<file path="src/madbg_pkg.sv">
`default_nettype none

package madbg_pkg;

    // Register port geometry.
    localparam int ADDR_W = 8;
    localparam int DATA_W = 32;

    // Offset of the debug override register.
    localparam logic [ADDR_W-1:0] MADBG_OFFSET = 8'hee;

    // Reset value of every field.
    localparam logic [DATA_W-1:0] MADBG_RESET = 32'h0000_0000;

    // Field positions inside the 32-bit word.
    localparam int SECTOR_LSB   = 28;
    localparam int SECTOR_W     = 3;
    localparam int STOP_DIS_BIT = 27;
    localparam int BYPASS_BIT   = 26;
    localparam int VD_LSB       = 16;
    localparam int VQ_LSB       = 6;
    localparam int CODE_W       = 10;
    localparam int START_BIT    = 5;
    localparam int MEAS_LSB     = 1;
    localparam int MEAS_W       = 4;
    localparam int SHADOW_BIT   = 0;

    // Voltage command encoding.
    localparam int REF_W = CODE_W + 1;
    localparam logic [CODE_W-1:0] CODE_POS_MAX = 10'h1f4;
    localparam logic [CODE_W-1:0] CODE_NEG_MIN = 10'h200;
    localparam logic [REF_W-1:0]  CODE_BIAS    = 11'h400;

    // Sector codes that both mean the last sector before the stop.
    localparam logic [SECTOR_W-1:0] SECTOR_LAST_LO = 3'h0;
    localparam logic [SECTOR_W-1:0] SECTOR_LAST_HI = 3'h7;

    // One write on the register port.
    typedef struct packed {
        logic              en;
        logic [ADDR_W-1:0] addr;
        logic [DATA_W-1:0] data;
    } madbg_wr_t;

    // Stored settings of the register.
    typedef struct packed {
        logic [SECTOR_W-1:0] recirc_sector;
        logic                recirc_stop_dis;
        logic                inner_loop_bypass;
        logic [MEAS_W-1:0]   measure_en;
    } madbg_ctrl_t;

    // State of the register bank apart from the two voltage references, which the decoders hold.
    typedef struct packed {
        madbg_ctrl_t ctrl;
        logic        start_pulse;
        logic        shadow_pulse;
    } madbg_state_t;

    // State of one voltage decoder.
    typedef struct packed {
        logic signed [REF_W-1:0] ref_val;
    } madbg_dec_state_t;

endpackage : madbg_pkg

`default_nettype wire

</file>
<file path="src/madbg_volt_decode.sv">
`timescale 1ns/10ps
`default_nettype none

// Turns a 10-bit forced-voltage code into a signed reference in 1/500 steps.
module madbg_volt_decode (
    input  wire logic                             i_ref_clk,
    input  wire logic                             i_reset_n,
    input  wire logic                             i_load,
    input  wire logic [madbg_pkg::CODE_W-1:0]     i_code,
    output logic signed [madbg_pkg::REF_W-1:0]    o_ref
);
    import madbg_pkg::*;

    madbg_dec_state_t state_q;   // Registered state.
    madbg_dec_state_t state_d;   // Next state.
    logic             code_low;  // Code in the positive range.
    logic             code_high; // Code in the negative range.

    ////////////////////////////////////////////////////////////////////////
    // Decode. The gap codes keep the old command so a typo never kicks the
    // motor with an undefined voltage.
    always_comb
    begin
        code_low  = (i_code <= CODE_POS_MAX);
        code_high = (i_code >= CODE_NEG_MIN);
        state_d   = state_q;
        if (i_load && code_low)
        begin
            state_d.ref_val = signed'({1'b0, i_code});
        end
        else if (i_load && code_high)
        begin
            state_d.ref_val = signed'({1'b0, i_code} - CODE_BIAS);
        end
    end

    ////////////////////////////////////////////////////////////////////////
    // State register.
    always_ff @(posedge i_ref_clk or negedge i_reset_n)
    begin
        if (!i_reset_n)
            state_q <= '0;
        else
            state_q <= state_d;
    end

    assign o_ref = state_q.ref_val;
endmodule : madbg_volt_decode

`default_nettype wire

</file>
<file path="src/madbg_override_reg.sv">
`timescale 1ns/10ps
`default_nettype none

module madbg_override_reg (
    input  wire logic                               i_ref_clk,
    input  wire logic                               i_reset_n,
    input  wire madbg_pkg::madbg_wr_t               i_reg_wr,
    output logic [madbg_pkg::SECTOR_W-1:0]          o_recirc_sector,
    output logic                                    o_recirc_use_last,
    output logic                                    o_recirc_stop_en,
    output logic                                    o_inner_loop_bypass,
    output logic                                    o_speed_loop_bypass,
    output logic signed [madbg_pkg::REF_W-1:0]      o_forced_direct_axis_voltage,
    output logic signed [madbg_pkg::REF_W-1:0]      o_forced_quadrature_axis_voltage,
    output logic                                    o_param_measure_start,
    output logic                                    o_measure_resistance_enable,
    output logic                                    o_measure_inductance_enable,
    output logic                                    o_measure_backemf_enable,
    output logic                                    o_measure_mechanical_enable,
    output logic                                    o_measured_params_to_shadow
);
    import madbg_pkg::*;

    // Stored control fields and command strobes share one state word, so one register stage owns them all.
    madbg_state_t                  state_q;           // Registered state.
    madbg_state_t                  state_d;           // Next state.
    logic                          wr_hit;            // Write aimed at this register.
    logic [1:0][CODE_W-1:0]        axis_code;         // Direct then quadrature code.
    logic signed [1:0][REF_W-1:0]  axis_ref;          // Decoded references.

    ////////////////////////////////////////////////////////////////////////
    // Address decode. Writes to other offsets belong to neighbours.
    // There is no read path, so the strobe and the offset are all that
    // qualify a write; the data word only matters on a hit.
    always_comb
    begin
        if (i_reg_wr.en && (i_reg_wr.addr == MADBG_OFFSET))
        begin
            // Strobe and offset agree: this word is ours.
            wr_hit = 1'b1;
        end
        else
        begin
            // Idle cycle or a neighbour's offset.
            wr_hit = 1'b0;
        end
    end

    ////////////////////////////////////////////////////////////////////////
    // Next state. Command bits are strobes: they fire for one cycle on the
    // write and are not stored, since nothing can read them back anyway.
    // Bit 31 is reserved and dropped; the voltage fields live in the decoders.
    always_comb
    begin
        state_d              = state_q;
        state_d.start_pulse  = 1'b0;
        state_d.shadow_pulse = 1'b0;
        if (wr_hit)
        begin
            state_d.ctrl.recirc_sector     = i_reg_wr.data[SECTOR_LSB +: SECTOR_W];
            state_d.ctrl.recirc_stop_dis   = i_reg_wr.data[STOP_DIS_BIT];
            state_d.ctrl.inner_loop_bypass = i_reg_wr.data[BYPASS_BIT];
            state_d.ctrl.measure_en        = i_reg_wr.data[MEAS_LSB +: MEAS_W];
            state_d.start_pulse            = i_reg_wr.data[START_BIT];
            state_d.shadow_pulse           = i_reg_wr.data[SHADOW_BIT];
        end
    end

    ////////////////////////////////////////////////////////////////////////
    // State register; all fields come up as zero.
    // The clear is asynchronous so no stale override reaches the motor before the clock runs.
    always_ff @(posedge i_ref_clk or negedge i_reset_n)
    begin
        if (!i_reset_n)
            state_q <= '0;
        else
            state_q <= state_d;
    end

    ////////////////////////////////////////////////////////////////////////
    // Voltage decoders, one per axis.
    // Both decoders see every hit; each holds its own axis on a gap code,
    // so a bad code on one axis never blocks a good code on the other.
    assign axis_code[0] = i_reg_wr.data[VD_LSB +: CODE_W];
    assign axis_code[1] = i_reg_wr.data[VQ_LSB +: CODE_W];

    generate
        for (genvar g = 0; g < 2; g++)
        begin : g_axis
            madbg_volt_decode u_dec (
                .i_ref_clk (i_ref_clk),
                .i_reset_n (i_reset_n),
                .i_load    (wr_hit),
                .i_code    (axis_code[g]),
                .o_ref     (axis_ref[g])
            );
        end
    endgenerate

    ////////////////////////////////////////////////////////////////////////
    // Outputs. The loop bypass kills both loops together; the consumer takes
    // the forced voltages only while the bypass is high.
    // The last-sector decode sits beside the raw code so the stop logic needs no table.
    // raw sector code.
    assign o_recirc_sector   = state_q.ctrl.recirc_sector;
    assign o_recirc_use_last = (state_q.ctrl.recirc_sector == SECTOR_LAST_LO) ||
                               (state_q.ctrl.recirc_sector == SECTOR_LAST_HI);
    assign o_recirc_stop_en  = ~state_q.ctrl.recirc_stop_dis;
    assign o_inner_loop_bypass = state_q.ctrl.inner_loop_bypass;
    assign o_speed_loop_bypass = state_q.ctrl.inner_loop_bypass;

    assign o_forced_direct_axis_voltage     = axis_ref[0];
    assign o_forced_quadrature_axis_voltage = axis_ref[1];

    assign o_param_measure_start            = state_q.start_pulse;

    assign o_measure_resistance_enable      = state_q.ctrl.measure_en[3];
    assign o_measure_inductance_enable      = state_q.ctrl.measure_en[2];
    assign o_measure_backemf_enable         = state_q.ctrl.measure_en[1];
    assign o_measure_mechanical_enable      = state_q.ctrl.measure_en[0];
    assign o_measured_params_to_shadow      = state_q.shadow_pulse;
endmodule : madbg_override_reg

`default_nettype wire

</file>
<file path="config.mk">
export PLATFORM = sky130hd
export DESIGN_NAME = madbg_override_reg
export DESIGN_NICKNAME = d
export VERILOG_FILES = /design/src/madbg_pkg.sv /design/src/madbg_volt_decode.sv /design/src/madbg_override_reg.sv
export SDC_FILE = /design/constraint.sdc
export NUM_CORES = 1
export LEC_CHECK = 0
export ABC_AREA = 1
export BUFFER_PORTS_ARGS = -buffer_cell sky130_fd_sc_hd__buf_2
export CORE_UTILIZATION = 45
export CTS_CLUSTER_DIAMETER = 60
export DETAILED_ROUTE_END_ITERATION = 7
export GPL_TIMING_DRIVEN = 0
export HOLD_SLACK_MARGIN = 0.02
export PLACE_DENSITY = 0.79
export SETUP_SLACK_MARGIN = 0.15
export SLEW_MARGIN = 10
export SYNTH_ARGS = -nofsm -noshare
export SYNTH_HDL_FRONTEND = slang
export SYNTH_HIERARCHICAL = 1
export SYNTH_SLANG_ARGS = --single-unit
export TNS_END_PERCENT = 5
</file>
<file path="constraint.sdc">
create_clock -name i_ref_clk -period 1 [get_ports i_ref_clk]
set_clock_uncertainty 0.2 [all_clocks]
set_input_delay 0.15 -clock i_ref_clk [delete_from_list [all_inputs] [get_ports i_ref_clk]]
set_output_delay 0.15 -clock i_ref_clk [all_outputs]
set_load 0.05 [all_outputs]
</file>
==> impl_metrics.env <==
export IMPL_status="complete, but fails checks"
export IMPL_failed_checks="hold timing, setup timing"
export IMPL_slew_limit_headroom_pct=53.7
export IMPL_place_area_sq_um=2100
export IMPL_design_core_area_sq_um=3150
export IMPL_seq_area_sq_um=826
export IMPL_synth_nets=218
export IMPL_rows=20
export IMPL_synth_seq_cells=33
export IMPL_syn_avg_cell_area_sq_um=8.77
export IMPL_multi_input_area_sq_um=701
export IMPL_drc=0
export IMPL_cp_max_fo=3
export IMPL_die_x_microns=60.4
export IMPL_synth_cell_types=16
export IMPL_grt_ovfl_total=0
export IMPL_cts_inserted_buffers=5
export IMPL_portBuffers=76
export IMPL_crit_type="register to output pin"
export IMPL_finalCoreUtilization_pct=77.1
export IMPL_slew_viol_final=0
export IMPL_grt_pass1_vias=1473
export IMPL_viasPerCell=4.84
export IMPL_cp_arrival_ns=1.28
export IMPL_hold_ws_ns=-0.347
export IMPL_num_io_pins=78
export IMPL_p_leak_nw=1.34
export IMPL_drive_above_1_share_pct=51.1
export IMPL_cts_tree="done"
export IMPL_via_count=1492
export IMPL_syn_to_final_growth_pct=58.4
export IMPL_hold_viol=60
export IMPL_gp_congestion=0.818
export IMPL_final_cell_mix="nand2_1, buf_2, buf_6"
export IMPL_fin_crit_ns=1.63
export IMPL_ant_nets=0
export IMPL_power_density_nw_per_um2=1180
export IMPL_grt_pass1_wl_microns=5970
export IMPL_antenna_found_initial=0
export IMPL_rsz0062_at_grt="yes"
export IMPL_nets=306
export IMPL_hpwl_microns=2560
export IMPL_cts_sinks=33
export IMPL_cp_data_required_time_ns=0.65
export IMPL_die_area_sq_um=3650
export IMPL_max_freq_mhz=612
export IMPL_h_tree_depth=2
export IMPL_syn_area_sq_um=1530
export IMPL_finalSetupViolCount=58
export IMPL_end_kind="output pin"
export IMPL_min_path_type="primary input to async pin"
export IMPL_cts_root_buf="clkbuf_4"
export IMPL_wl_microns=3750
export IMPL_drv_cap=0
export IMPL_final_area_sq_um=2430
export IMPL_start_util_pct=48.7
export IMPL_clockBufferDepth=2
export IMPL_cts_hold_buffers=2
export IMPL_final_common_cell="nand2_1"
export IMPL_irDropWorstVdd_v=0.000850
export IMPL_grt_max_degree=34
export IMPL_track_usage_pct=23.1
export IMPL_clk_latency_ns=0.33
export IMPL_setup_ws_ns=-0.635
export IMPL_routedWlPerCell_microns=12.2
export IMPL_synth_seq_area_share_pct=53.8
export IMPL_nFillCells=231
export IMPL_fin_crit_sh_pct=163
export IMPL_worst_slew_pin_slew_ns=0.694
export IMPL_ys_warn_count=6
export IMPL_dieHeight_microns=60.4
export IMPL_synth_cells=175
export IMPL_drt_iter0_drc=74
export IMPL_reg2reg_depth=4
export IMPL_start_kind="register"
export IMPL_first_pass_iters=4
export IMPL_clk_pin_slew_ns=0.10
export IMPL_diodes=0
path summary, 6_finish.rpt:
path	start	endpoint	slack, ns
worst max register to register	o_recirc_sector[2]	o_recirc_sector[2]	-0.06
min in group i_ref_clk	i_reg_wr[7]	g_axis[1].u_dec/o_ref[1]	-0.17
max in group asynchronous	i_reset_n	g_axis[0].u_dec/o_ref[8]	0.50
worst max-delay path	o_recirc_sector[2]	o_recirc_use_last	-0.63
worst min register to register	o_measure_resistance_enable	o_measure_resistance_enable	0.32
worst min-delay path	i_reset_n	g_axis[1].u_dec/o_ref[10]	-0.35
sequential cells by signal, indices dropped and copies added (netlist names):
| register | cells |
|---|---|
| g_axis.u_dec/o_ref | 22 |
| o_inner_loop_bypass | 1 |
| o_measure_backemf_enable | 1 |
| o_measure_inductance_enable | 1 |
| o_measure_mechanical_enable | 1 |
| o_measure_resistance_enable | 1 |
| o_measured_params_to_shadow | 1 |
| o_param_measure_start | 1 |
| o_recirc_sector | 3 |
| state_q | 1 |
per-layer routing:
| metal | global-route usage [%] | wire length [microns] |
|---|---|---|
| met1 | 23.4 | 1490 |
| met5 | 0 | 0 |
| met4 | 9.30 | 59 |
| met3 | 9.17 | 246 |
| met2 | 42.1 | 1950 |
synthesized netlist by cell type:
library cell  instances  area share, %
nor2_8                2            2.6
nand4_1               9            3.7
inv_2                 2           0.49
o21ai_1               2           0.65
dfrtp_1              33             54
nor2_2                2           0.82
nor2_1                6            1.5
buf_6                 3            2.2
nor2_4                1           0.73
nand2_2               7            2.9
nand3_4               1            1.1
nand2_1              69             17
a21oi_1               1           0.33
inv_1                 9            2.2
nand3_1              22            7.2
buf_4                 6            2.9
power breakdown:
| part | internal [mW] | switching [mW] |
|---|---|---|
| clock network | 0.280 | 0.422 |
| logic | 0.278 | 0.438 |
| registers | 1.40 | 0.0606 |
| total | 1.95 | 0.920 |
final cells by class:
type / count / share of cell area (%)
plain buffers: 9 / 3.40
clock buffers: 8 / 2.01
inverters: 11 / 2.47
multi-input cells: 122 / 28.8
flip-flops and latches: 33 / 34.0
well taps: 44 / 2.27
repair buffers: 81 / 27.0
cell families after synthesis:
| group | synth area share, % |
|---|---|
| buf+inv | 7.83 |
| simple gates | 37.4 |
| flops | 53.8 |
| compound gates | 0.979 |
stage by stage:
stage,power (mW),instances,setup TNS (ns),setup slack (ns)
floorplan,1.85,175,-10.29,-0.444
detailed placement,2.07,295,-19.03,-0.731
global placement,2.06,295,-18.67,-0.716
CTS,2.88,307,-17.84,-0.603
global route,3.02,308,-20.91,-0.674
finish,2.87,308,-17.73,-0.635
critical path, cell delays in order (launching register included):
cell and delay [ns]:
dfrtp_1 0.43, nor2_1 0.13, nor2_1 0.07, a21oi_2 0.14
buf_6 0.18
timing repair:
item,4_1_cts,5_1_grt
setup buffers,2,1
hold endpoints to repair,62,60
gates cloned,0,0
pin swaps,3,0
endpoints found under the setup margin,66,67
resized for setup,70,7
Note: power is estimated with default switching activity, not from simulation.
